File: src/ddp_defs.vh
`ifndef DDP_DEFS_VH
`define DDP_DEFS_VH

// register offsets
`define DDP_A_DATA_CTRL     8'h02
`define DDP_A_POWER_DOWN    8'h03
`define DDP_A_PROBE_DELAY   8'h04
`define DDP_A_CAPTURE_DELAY 8'h05
`define DDP_A_PROBE_STATUS  8'h06
`define DDP_A_OUTPUT_MODE   8'h0A
`define DDP_A_AUX1_HIGH     8'h0D
`define DDP_A_AUX1_LOW      8'h0E
`define DDP_A_CONV2_FS_HIGH 8'h0F
`define DDP_A_CONV2_FS_LOW  8'h10
`define DDP_A_AUX2_HIGH     8'h11
`define DDP_A_AUX2_LOW      8'h12
`define DDP_A_TEST_CTRL     8'h1A
`define DDP_A_SIG1_A        8'h1B
`define DDP_A_SIG1_B        8'h1C
`define DDP_A_SIG2_A        8'h1D
`define DDP_A_SIG2_B        8'h1E
`define DDP_A_CHIP_ID       8'h1F

// field positions
`define DDP_B_DATA_FORMAT   7
`define DDP_B_INVERT_SRC    4
`define DDP_B_PIN_SELECT    7
`define DDP_B_DIRECTION     6
`define DDP_B_TEST_GO       7
`define DDP_B_TEST_READOUT  6
`define DDP_B_TEST_CLEAR    5
`define DDP_B_PROBE_FLAG    0
`define DDP_B_OVERFLOW      3

// reset and pin-mode values, and the signature polynomial
`define DDP_R_ZERO8         8'h00
`define DDP_R_ZERO10        10'h000
`define DDP_R_MODE_PINMIX   8'h05
`define DDP_R_PD_PINALL     8'hFF
`define DDP_R_SIG_SEED      16'hFFFF
`define DDP_R_SIG_POLY      16'h1021

// timing: source clock period in ns and system clock period in ns
`define DDP_T_SRC_CLK_NS    125
`define DDP_T_CLK_NS        8
`define DDP_T_SRC_HALF_CYC  ((`DDP_T_SRC_CLK_NS / `DDP_T_CLK_NS) / 2)

`endif

File: src/ddp_data_port.v
`timescale 1ns/1ns
`include "ddp_defs.vh"

module ddp_data_port #(
   parameter DATA_W   = 16,
   parameter HIST_D   = 64,
   parameter [3:0] CHIP_REVISION = 4'h1, // arbitrary value
   parameter [3:0] DEVICE_TYPE   = 4'h2  // arbitrary value
) (
   // clock and reset pin
   input  wire              clk,
   input  wire              sys_rst,
   // register port
   input  wire [7:0]        reg_addr,
   input  wire              reg_wr,
   input  wire [7:0]        reg_wdata,
   output reg  [7:0]        reg_rdata_q,
   // serial pins read as static inputs in pin mode
   input  wire              serial_data_pin,
   input  wire              chip_select_n,
   input  wire              serial_out_pin,
   // parallel link from the data source
   input  wire              frame_clock_in,
   input  wire [DATA_W-1:0] data_in,
   output reg               source_clock_out,
   // converter word pairs
   output wire              word_valid,
   input  wire              word_ready,
   output wire [DATA_W-1:0] word_i,
   output wire [DATA_W-1:0] word_q,
   // analog controls
   output wire [9:0]        aux_current_one,
   output wire              aux_one_pos_pin,
   output wire              aux_one_neg_pin,
   output wire              aux_one_direction,
   output wire [9:0]        aux_current_two,
   output wire              aux_two_pos_pin,
   output wire              aux_two_neg_pin,
   output wire              aux_two_direction,
   output wire [9:0]        conv_two_fullscale,
   output wire [1:0]        conv_one_output_mode,
   output wire [1:0]        conv_two_output_mode,
   output wire              conv_one_rz,
   output wire              conv_two_rz,
   output wire [7:0]        power_down
);

   localparam [1:0] ST_IDLE = 2'b01;
   localparam [1:0] ST_RUN  = 2'b10;
   localparam HALF = `DDP_T_SRC_HALF_CYC;

   // registers
   reg [7:0]  data_ctrl_q;
   reg [7:0]  pd_q;
   reg [7:0]  probe_dly_q;
   reg [4:0]  capture_delay_q;
   reg [7:0]  mode_q;
   reg [7:0]  aux1_hi_q;
   reg [7:0]  aux1_lo_q;
   reg [7:0]  fs2_hi_q;
   reg [7:0]  fs2_lo_q;
   reg [7:0]  aux2_hi_q;
   reg [7:0]  aux2_lo_q;
   reg [1:0]  test_st_q;
   reg [15:0] sig1_q;
   reg [15:0] sig2_q;
   reg [15:0] res1_q;
   reg [15:0] res2_q;
   reg        probe_flag_q;
   reg        overflow_q;

   // synchronisers and link history
   reg [2:0]            pin_s1_q;
   reg [2:0]            pin_s2_q;
   reg                  fc_s1_q;
   reg                  fc_s2_q;
   reg [DATA_W-1:0]     d_s1_q;
   reg [DATA_W-1:0]     d_s2_q;
   reg [HIST_D-1:0]     fc_hist_q;
   reg [HIST_D-1:0]     edge_hist_q;
   reg [DATA_W-1:0]     d_hist_q [0:31];
   reg [7:0]            div_q;
   reg                  src_clk_q;
   reg [DATA_W-1:0]     held_i_q;
   reg                  have_i_q;
   reg [DATA_W-1:0]     buf_i_q [0:1];
   reg [DATA_W-1:0]     buf_q_q [0:1];
   reg [1:0]            cnt_q;
   reg                  rd_ptr_q;
   reg                  wr_ptr_q;
   integer              k;

   wire        wr_ok = reg_wr && !sys_rst;
   wire        strobe;
   wire        late_strobe;
   wire        word_is_i;
   wire [7:0]  late_idx;
   wire [DATA_W-1:0] cap_word;
   wire        push;
   wire        pop;
   wire        pair_done;

   // pin synchronisers, not reset: they must follow the pins during pin mode
   always @(posedge clk) begin
      pin_s1_q <= {serial_out_pin, chip_select_n, serial_data_pin};
      pin_s2_q <= pin_s1_q;
      fc_s1_q  <= frame_clock_in;
      fc_s2_q  <= fc_s1_q;
      d_s1_q   <= data_in;
      d_s2_q   <= d_s1_q;
   end

   // pin mode and writable configuration
   always @(posedge clk) begin
      if (sys_rst) begin
         data_ctrl_q     <= `DDP_R_ZERO8;
         data_ctrl_q[`DDP_B_DATA_FORMAT] <= pin_s2_q[0];
         mode_q          <= pin_s2_q[1] ? `DDP_R_MODE_PINMIX : `DDP_R_ZERO8;
         pd_q            <= pin_s2_q[2] ? `DDP_R_PD_PINALL : `DDP_R_ZERO8;
         probe_dly_q     <= `DDP_R_ZERO8;
         capture_delay_q <= 5'h00;
         aux1_hi_q       <= `DDP_R_ZERO8;
         aux1_lo_q       <= `DDP_R_ZERO8;
         fs2_hi_q        <= `DDP_R_ZERO8;
         fs2_lo_q        <= `DDP_R_ZERO8;
         aux2_hi_q       <= `DDP_R_ZERO8;
         aux2_lo_q       <= `DDP_R_ZERO8;
      end else if (wr_ok) begin
         case (reg_addr)
            `DDP_A_DATA_CTRL:     data_ctrl_q <= reg_wdata;
            `DDP_A_POWER_DOWN:    pd_q <= reg_wdata;
            `DDP_A_PROBE_DELAY:   probe_dly_q <= reg_wdata;
            `DDP_A_CAPTURE_DELAY: capture_delay_q <= reg_wdata[4:0];
            `DDP_A_OUTPUT_MODE:   mode_q <= reg_wdata;
            `DDP_A_AUX1_HIGH:     aux1_hi_q <= reg_wdata;
            `DDP_A_AUX1_LOW:      aux1_lo_q <= reg_wdata;
            `DDP_A_CONV2_FS_HIGH: fs2_hi_q <= reg_wdata;
            `DDP_A_CONV2_FS_LOW:  fs2_lo_q <= reg_wdata;
            `DDP_A_AUX2_HIGH:     aux2_hi_q <= reg_wdata;
            `DDP_A_AUX2_LOW:      aux2_lo_q <= reg_wdata;
            default: ;
         endcase
      end
   end

   // analog control words: high register holds bits 9:2, low bits 1:0
   assign aux_current_one    = {aux1_hi_q, aux1_lo_q[1:0]};
   assign aux_one_neg_pin    = aux1_lo_q[`DDP_B_PIN_SELECT];
   assign aux_one_pos_pin    = !aux1_lo_q[`DDP_B_PIN_SELECT];
   assign aux_one_direction  = aux1_lo_q[`DDP_B_DIRECTION];
   assign conv_two_fullscale = {fs2_hi_q, fs2_lo_q[1:0]};
   assign aux_current_two    = {aux2_hi_q, aux2_lo_q[1:0]};
   assign aux_two_neg_pin    = aux2_lo_q[`DDP_B_PIN_SELECT];
   assign aux_two_pos_pin    = !aux2_lo_q[`DDP_B_PIN_SELECT];
   assign aux_two_direction  = aux2_lo_q[`DDP_B_DIRECTION];
   assign power_down         = pd_q;

   // mode fields; either code with the upper bit set means return-to-zero
   assign conv_one_output_mode = mode_q[3:2];
   assign conv_two_output_mode = mode_q[1:0];
   assign conv_one_rz          = mode_q[3];
   assign conv_two_rz          = mode_q[1];

   // source clock: divider from clk, optionally inverted
   always @(posedge clk) begin
      if (sys_rst) begin
         div_q     <= 8'h00;
         src_clk_q <= 1'b0;
      end else if (div_q == HALF[7:0] - 8'h01) begin
         div_q     <= 8'h00;
         src_clk_q <= !src_clk_q;
      end else begin
         div_q     <= div_q + 8'h01;
      end
   end

   // register keeps it glitch-free; also gated by the clock-output power-down
   always @(posedge clk) begin
      if (sys_rst)
         source_clock_out <= 1'b0;
      else
         source_clock_out <= (src_clk_q ^ data_ctrl_q[`DDP_B_INVERT_SRC]) & !pd_q[7];
   end

   // link history: each tap is one clk step; delays are fixed time per step
   always @(posedge clk) begin
      if (sys_rst) begin
         fc_hist_q   <= {HIST_D{1'b0}};
         edge_hist_q <= {HIST_D{1'b0}};
      end else begin
         fc_hist_q   <= {fc_hist_q[HIST_D-2:0], fc_s2_q};
         edge_hist_q <= {edge_hist_q[HIST_D-2:0], fc_s2_q ^ fc_hist_q[0]};
      end
   end

   // data history, no reset needed: only read under a strobe
   always @(posedge clk) begin
      d_hist_q[0] <= d_s2_q;
      for (k = 1; k < 32; k = k + 1)
         d_hist_q[k] <= d_hist_q[k-1];
   end

   // capture strobe fires on both frame clock edges, delayed by capture delay
   assign strobe      = edge_hist_q[capture_delay_q];
   assign word_is_i   = fc_hist_q[capture_delay_q];
   assign cap_word    = d_hist_q[capture_delay_q];
   assign late_idx    = {3'b000, capture_delay_q} + {4'h0, probe_dly_q[3:0]};
   assign late_strobe = edge_hist_q[late_idx[5:0]];

   // probe: the early delay reaches further back into the frame clock, so
   // it samples an earlier point, while the late delay moves the strobe later
   always @(posedge clk) begin
      if (sys_rst)
         probe_flag_q <= 1'b0;
      else if (late_strobe && fc_hist_q[late_idx[5:0]])
         probe_flag_q <= fc_hist_q[late_idx[5:0] + {2'b00, probe_dly_q[7:4]}];
   end

   // demultiplex: an I word waits for its Q partner
   always @(posedge clk) begin
      if (sys_rst) begin
         have_i_q <= 1'b0;
         held_i_q <= {DATA_W{1'b0}};
      end else if (strobe && !pd_q[6]) begin
         if (word_is_i) begin
            have_i_q <= 1'b1;
            held_i_q <= cap_word;
         end else begin
            have_i_q <= 1'b0;
         end
      end
   end

   assign pair_done = strobe && !pd_q[6] && !word_is_i && have_i_q;

   // two-entry buffer toward the converters; the source cannot be stalled,
   // so a pair arriving while both entries are full is dropped and flagged
   assign push       = pair_done && (cnt_q != 2'd2);
   assign pop        = word_valid && word_ready;
   assign word_valid = (cnt_q != 2'd0);
   assign word_i     = buf_i_q[rd_ptr_q];
   assign word_q     = buf_q_q[rd_ptr_q];

   always @(posedge clk) begin
      if (sys_rst) begin
         cnt_q      <= 2'd0;
         rd_ptr_q   <= 1'b0;
         wr_ptr_q   <= 1'b0;
         overflow_q <= 1'b0;
         buf_i_q[0] <= {DATA_W{1'b0}};
         buf_i_q[1] <= {DATA_W{1'b0}};
         buf_q_q[0] <= {DATA_W{1'b0}};
         buf_q_q[1] <= {DATA_W{1'b0}};
      end else begin
         if (push) begin
            // twos complement input gets its sign bit flipped to offset form
            buf_i_q[wr_ptr_q] <= held_i_q ^ {!data_ctrl_q[`DDP_B_DATA_FORMAT],
                                             {(DATA_W-1){1'b0}}};
            buf_q_q[wr_ptr_q] <= cap_word ^ {!data_ctrl_q[`DDP_B_DATA_FORMAT],
                                             {(DATA_W-1){1'b0}}};
            wr_ptr_q <= !wr_ptr_q;
         end
         if (pop)
            rd_ptr_q <= !rd_ptr_q;
         cnt_q <= cnt_q + {1'b0, push} - {1'b0, pop};
         // set wins over clear by a write of one to the overflow bit of the status register
         if (pair_done && cnt_q == 2'd2)
            overflow_q <= 1'b1;
         else if (wr_ok && reg_addr == `DDP_A_PROBE_STATUS && reg_wdata[`DDP_B_OVERFLOW])
            overflow_q <= 1'b0;
      end
   end

   // self-test: crc-style signatures over I and Q pairs while running
   wire go_wr  = wr_ok && reg_addr == `DDP_A_TEST_CTRL;
   wire clr_wr = go_wr && reg_wdata[`DDP_B_TEST_CLEAR];
   wire rd_wr  = go_wr && reg_wdata[`DDP_B_TEST_READOUT];

   function [15:0] ddp_sig_step;
      input [15:0] sig;
      input [DATA_W-1:0] word;
      reg   [15:0] s;
      integer      b;
      begin
         s = sig;
         for (b = DATA_W - 1; b >= 0; b = b - 1)
            s = {s[14:0], 1'b0} ^ ((s[15] ^ word[b]) ? `DDP_R_SIG_POLY : 16'h0000);
         ddp_sig_step = s;
      end
   endfunction

   always @(posedge clk) begin
      if (sys_rst || clr_wr) begin
         test_st_q <= ST_IDLE;
         sig1_q    <= `DDP_R_SIG_SEED;
         sig2_q    <= `DDP_R_SIG_SEED;
         res1_q    <= 16'h0000;
         res2_q    <= 16'h0000;
      end else begin
         case (test_st_q)
            ST_IDLE: begin
               if (go_wr && reg_wdata[`DDP_B_TEST_GO]) begin
                  test_st_q <= ST_RUN;
                  sig1_q    <= `DDP_R_SIG_SEED;
                  sig2_q    <= `DDP_R_SIG_SEED;
               end
            end
            ST_RUN: begin
               if (go_wr && !reg_wdata[`DDP_B_TEST_GO])
                  test_st_q <= ST_IDLE;
               if (push) begin
                  sig1_q <= ddp_sig_step(sig1_q, held_i_q);
                  sig2_q <= ddp_sig_step(sig2_q, cap_word);
               end
            end
            default: test_st_q <= ST_IDLE;
         endcase
         if (rd_wr) begin
            res1_q <= sig1_q;
            res2_q <= sig2_q;
         end
      end
   end

   // register read, one cycle after the address; readout and clear read 0
   always @(posedge clk) begin
      if (sys_rst) begin
         reg_rdata_q <= `DDP_R_ZERO8;
      end else begin
         case (reg_addr)
            `DDP_A_DATA_CTRL:     reg_rdata_q <= data_ctrl_q;
            `DDP_A_POWER_DOWN:    reg_rdata_q <= pd_q;
            `DDP_A_PROBE_DELAY:   reg_rdata_q <= probe_dly_q;
            `DDP_A_CAPTURE_DELAY: reg_rdata_q <= {3'b000, capture_delay_q};
            `DDP_A_PROBE_STATUS:  reg_rdata_q <= {4'h0, overflow_q, 2'b00, probe_flag_q};
            `DDP_A_OUTPUT_MODE:   reg_rdata_q <= mode_q;
            `DDP_A_AUX1_HIGH:     reg_rdata_q <= aux1_hi_q;
            `DDP_A_AUX1_LOW:      reg_rdata_q <= aux1_lo_q;
            `DDP_A_CONV2_FS_HIGH: reg_rdata_q <= fs2_hi_q;
            `DDP_A_CONV2_FS_LOW:  reg_rdata_q <= fs2_lo_q;
            `DDP_A_AUX2_HIGH:     reg_rdata_q <= aux2_hi_q;
            `DDP_A_AUX2_LOW:      reg_rdata_q <= aux2_lo_q;
            `DDP_A_TEST_CTRL:     reg_rdata_q <= {test_st_q == ST_RUN, 7'h00};
            `DDP_A_SIG1_A:        reg_rdata_q <= res1_q[15:8];
            `DDP_A_SIG1_B:        reg_rdata_q <= res1_q[7:0];
            `DDP_A_SIG2_A:        reg_rdata_q <= res2_q[15:8];
            `DDP_A_SIG2_B:        reg_rdata_q <= res2_q[7:0];
            `DDP_A_CHIP_ID:       reg_rdata_q <= {CHIP_REVISION, DEVICE_TYPE};
            default:              reg_rdata_q <= `DDP_R_ZERO8;
         endcase
      end
   end

endmodule // ddp_data_port

File: config.mk
export PLATFORM = sky130hd
export DESIGN_NAME = ddp_data_port
export DESIGN_NICKNAME = d
export VERILOG_FILES = /design/src/ddp_data_port.v
export VERILOG_INCLUDE_DIRS = /design/src /design/src/src
export SDC_FILE = /design/constraint.sdc
export NUM_CORES = 1
export LEC_CHECK = 0
export BUFFER_PORTS_ARGS = -buffer_cell sky130_fd_sc_hd__buf_2
export CORE_MARGIN = 10
export CORE_UTILIZATION = 65
export CTS_CLUSTER_SIZE = 25
export DETAILED_ROUTE_END_ITERATION = 7
export GPL_TIMING_DRIVEN = 1
export PLACE_DENSITY_LB_ADDON = 0.15
export SYNTH_ARGS = -nofsm -noshare
export SYNTH_HDL_FRONTEND = slang
export SYNTH_SLANG_ARGS = --single-unit
File: constraint.sdc
create_clock -name clk -period 7.05 [get_ports clk]
set_input_delay 0.705 -clock clk [delete_from_list [all_inputs] [get_ports clk]]
set_output_delay 0.705 -clock clk [all_outputs]
set_load 0.05 [all_outputs]
==> flow_metrics.env <==
export IMPL_drtIter0Drc=1992
export IMPL_postCtsSetupBuffers=0
export IMPL_setup_viol=0
export IMPL_r2r_setup_slack_ns=1.93
export IMPL_num_nets_final=2647
export IMPL_dieArea_sq_um=58700
export IMPL_syn_mean_instance_area_sq_um=12.8
export IMPL_cts_tree="done"
export IMPL_wirelength_um=71500
export IMPL_cp_required_ns=7.35
export IMPL_finalHoldViolCount=0
export IMPL_nFillCells=3154
export IMPL_rsz0062_at_grt="no"
export IMPL_grt_pass1_vias=20000
export IMPL_dieWidth_um=242
export IMPL_port_buffers=131
export IMPL_power_density_nw_per_um2=313
export IMPL_fmax_mhz=195
export IMPL_cts_num_sinks=934
export IMPL_worst_r2r_path_depth=10
export IMPL_ys_flop_type="dfxtp_1"
export IMPL_insertion_delay_ns=0.64
export IMPL_rr_startpoint="capture_delay_q[1]$_SDFFE_PP0P_"
export IMPL_postRouteAntennaNets=0
export IMPL_cts_resized=0
export IMPL_place_congestion=0.973
export IMPL_finClkSkew_ns=0.0318
export IMPL_clock_path_buffers=3
export IMPL_finalSetupTns_ns=0
export IMPL_synth_most_common_cell="dfxtp_1"
export IMPL_ys_async_sr_fraction_pct=0
export IMPL_routedWlPerCell_um=21.5
export IMPL_outcome="finished, final reports clean"
export IMPL_clock_root_buffer="clkbuf_16"
export IMPL_grt_pass1_wl_um=114000
export IMPL_start_util_pct=65.6
export IMPL_max_slew_margin_rel_pct=24.1
export IMPL_tightestPinTransition_ns=1.13
export IMPL_viasPerCell=5.82
export IMPL_final_layout_size_suffix_gt1_share_pct=20.9
export IMPL_final_area_sq_um=36200
export IMPL_rr_endpoint="buf_q_q[1][0]$_SDFFCE_PN0P_"
export IMPL_ys_ff_latch=934
export IMPL_io_pins=132
export IMPL_vdd_drop_max_mv=0.274
export IMPL_yosysWarnings=0
export IMPL_endpoint_kind="flip-flop"
export IMPL_drv_slew=0
export IMPL_hold_ws_ns=0.160
export IMPL_cts_hold_buffers=0
export IMPL_timing_final_ws_setup_ns=1.93
export IMPL_slowest_stage="dfxtp_1"
export IMPL_syn_cell_area_sq_um=32100
export IMPL_crit_fanout=22
export IMPL_h_tree_depth=3
export IMPL_place_hpwl_um=46400
export IMPL_clk_pin_slew_ns=0.06
export IMPL_synth_largest_area_cell="dfxtp_1"
export IMPL_synth_seq_area_share_pct=60.7
export IMPL_max_stage_delay_ns=1.02
export IMPL_cts_buffers=88
export IMPL_synth_edff_count=81
export IMPL_drc=0
export IMPL_cp_arrival_ns=5.42
export IMPL_row_count=81
export IMPL_diodes=0
export IMPL_p_leak_nw=13.5
export IMPL_synthTopCellsByArea="dfxtp_1 53%, mux4_2 12%, edfxtp_1 7.6%, nor2b_1 2.6%, nand2_1 2.5%"
export IMPL_area_delta_synth_final_pct=12.7
export IMPL_gr_total_overflow=0
export IMPL_path_cells="mux4_2 > mux4_2 > mux2i_1 > nand2_1 > or3b_1 > nor2_1 > buf_4 > nand2_1 > nand2b_1 > buf_4"
export IMPL_dpl_cell_area_sq_um=33100
export IMPL_syn_inst=2503
export IMPL_period_share_pct=72.6
export IMPL_hp_start="serial_out_pin"
export IMPL_worstHoldPathType="in2reg"
export IMPL_holdPathEnd="pin_s1_q[2]$_DFF_P_"
export IMPL_syn_nets=2557
export IMPL_die_h_um=242
export IMPL_cap_violations=0
export IMPL_firstDrtPassIters=6
export IMPL_synth_commonest_cells="853 x dfxtp_1, 215 x nand2_1, 178 x mux4_2"
export IMPL_grtUsageTotal_pct=24.3
export IMPL_period_needed_ns=5.12
export IMPL_holdPathStages=1
export IMPL_grt_max_degree=112
export IMPL_ys_types=59
export IMPL_num_vias=19400
export IMPL_pre_cts_slack_ns=1.90
export IMPL_critPathKind="reg2reg"
export IMPL_core_sq_um=49000
export IMPL_critPathLaunchType="flip-flop"
export IMPL_antenna_found_initial=0
export IMPL_yosys_area_top_type_share_pct=53.2
per-stage QoR:
| stage | utilization [%] | instances | power, mW |
|---|---|---|---|
| finish | 73.9 | 3329 | 11.3 |
| floorplan | - | 2503 | 6.32 |
| global placement | 67.6 | 3167 | 6.50 |
| global route | 73.9 | 3329 | 11.7 |
| CTS | 73.9 | 3329 | 11.4 |
| detailed placement | 67.6 | 3167 | 6.52 |
worst max-delay path: cells and delay by family, from the launching register on:
kind,cells,cell delay [ns]
buffers and inverters,2,0.63
flip-flops,1,1.02
multiplexers,3,1.35
AND/OR/NAND/NOR,5,1.75
logic make-up (layout without fill, tap and decap cells):
kind of cell	Yosys count	count (layout)	synth area share, %
buf+inv	179	341	2.69
fa+ha+maj	14	14	0.592
mux	275	275	15.8
flops	934	934	60.7
simple gates	659	659	10.2
xor+xnor	119	119	3.65
compound gates	323	323	6.37
final cells by class:
class                   instances  area [sq um]  share of cell area, %
multi-input cells            1390         11800                   32.6
inverters                      23          86.3                  0.239
well taps                     664           831                   2.30
flip-flops and latches        934         19500                   53.9
repair buffers                156           862                   2.38
clock inverters                43           537                   1.48
clock buffers                 119          2550                   7.05
power by group:
group	total [mW]	switching (mW)	internal (mW)
Clock	4.90	2.04	2.86
Combinational	0.747	0.477	0.271
Sequential	5.67	0.111	5.56
state kept, by name (all words and copies together) (netlist names), 32 cells and up, named ones only:
register	cells
buf_i_q	32
edge_hist_q	56
d_hist_q	512
buf_q_q	32
fc_hist_q	64
per-layer routing:
| metal | vias to the layer above | track usage (%) | part of all wire, % |
|---|---|---|---|
| met5 | - | 0 | 0 |
| met4 | 0 | 7.29 | 2.4 |
| met3 | 140 | 4.57 | 6.6 |
| met2 | 666 | 39.0 | 48 |
| met1 | 9523 | 33.2 | 43 |
| li1 | 9053 | - | - |
placed cells by master (no fill, tap or decap), types with 6 or more instances in the layout:
cell type / Yosys / final
a211oi_1: 17 / 17
o211ai_1: 11 / 11
and3_1: 24 / 24
nand2_1: 215 / 215
a22oi_1: 26 / 26
xor2_1: 28 / 27
nor3_1: 27 / 23
buf_2: 15 / 130
bufinv_16: 0 / 8
clkbuf_16: 0 / 92
clkinv_2: 0 / 20
and2_1: 21 / 21
nand3_1: 37 / 37
clkbuf_1: 101 / 12
edfxtp_1: 81 / 81
mux4_2: 178 / 178
a221oi_1: 20 / 20
xnor2_1: 79 / 79
dfxtp_1: 853 / 848
a21oi_1: 72 / 72
nand2b_1: 71 / 71
nor2_1: 111 / 110
inv_1: 23 / 23
a22o_1: 12 / 12
clkbuf_8: 0 / 15
o31ai_1: 12 / 12
nor2b_1: 133 / 133
buf_4: 11 / 24
ha_1: 12 / 12
a21o_1: 10 / 10
o21ai_0: 106 / 106
clkinvlp_4: 0 / 6
mux2_2: 38 / 38
mux2i_1: 54 / 54
a222oi_1: 8 / 8
a31oi_1: 13 / 13
a311oi_1: 6 / 6
worst max path at each step:
stage / start / to / cells past startpoint
global route: capture_delay_q[1]$_SDFFE_PP0P_ / buf_q_q[1][10]$_SDFFCE_PN0P_ / 10
global placement: capture_delay_q[1]$_SDFFE_PP0P_ / buf_i_q[1][11]$_SDFFCE_PN0P_ / 10
floorplan: capture_delay_q[1]$_SDFFE_PP0P_ / buf_i_q[0][0]$_SDFFCE_PN0P_ / 9
finish: capture_delay_q[1]$_SDFFE_PP0P_ / buf_q_q[1][0]$_SDFFCE_PN0P_ / 10
detailed placement: capture_delay_q[1]$_SDFFE_PP0P_ / buf_i_q[1][14]$_SDFFCE_PN0P_ / 10
CTS: capture_delay_q[1]$_SDFFE_PP0P_ / buf_q_q[1][0]$_SDFFCE_PN0P_ / 10
No activity file was read; power rests on OpenSTA's default activity.
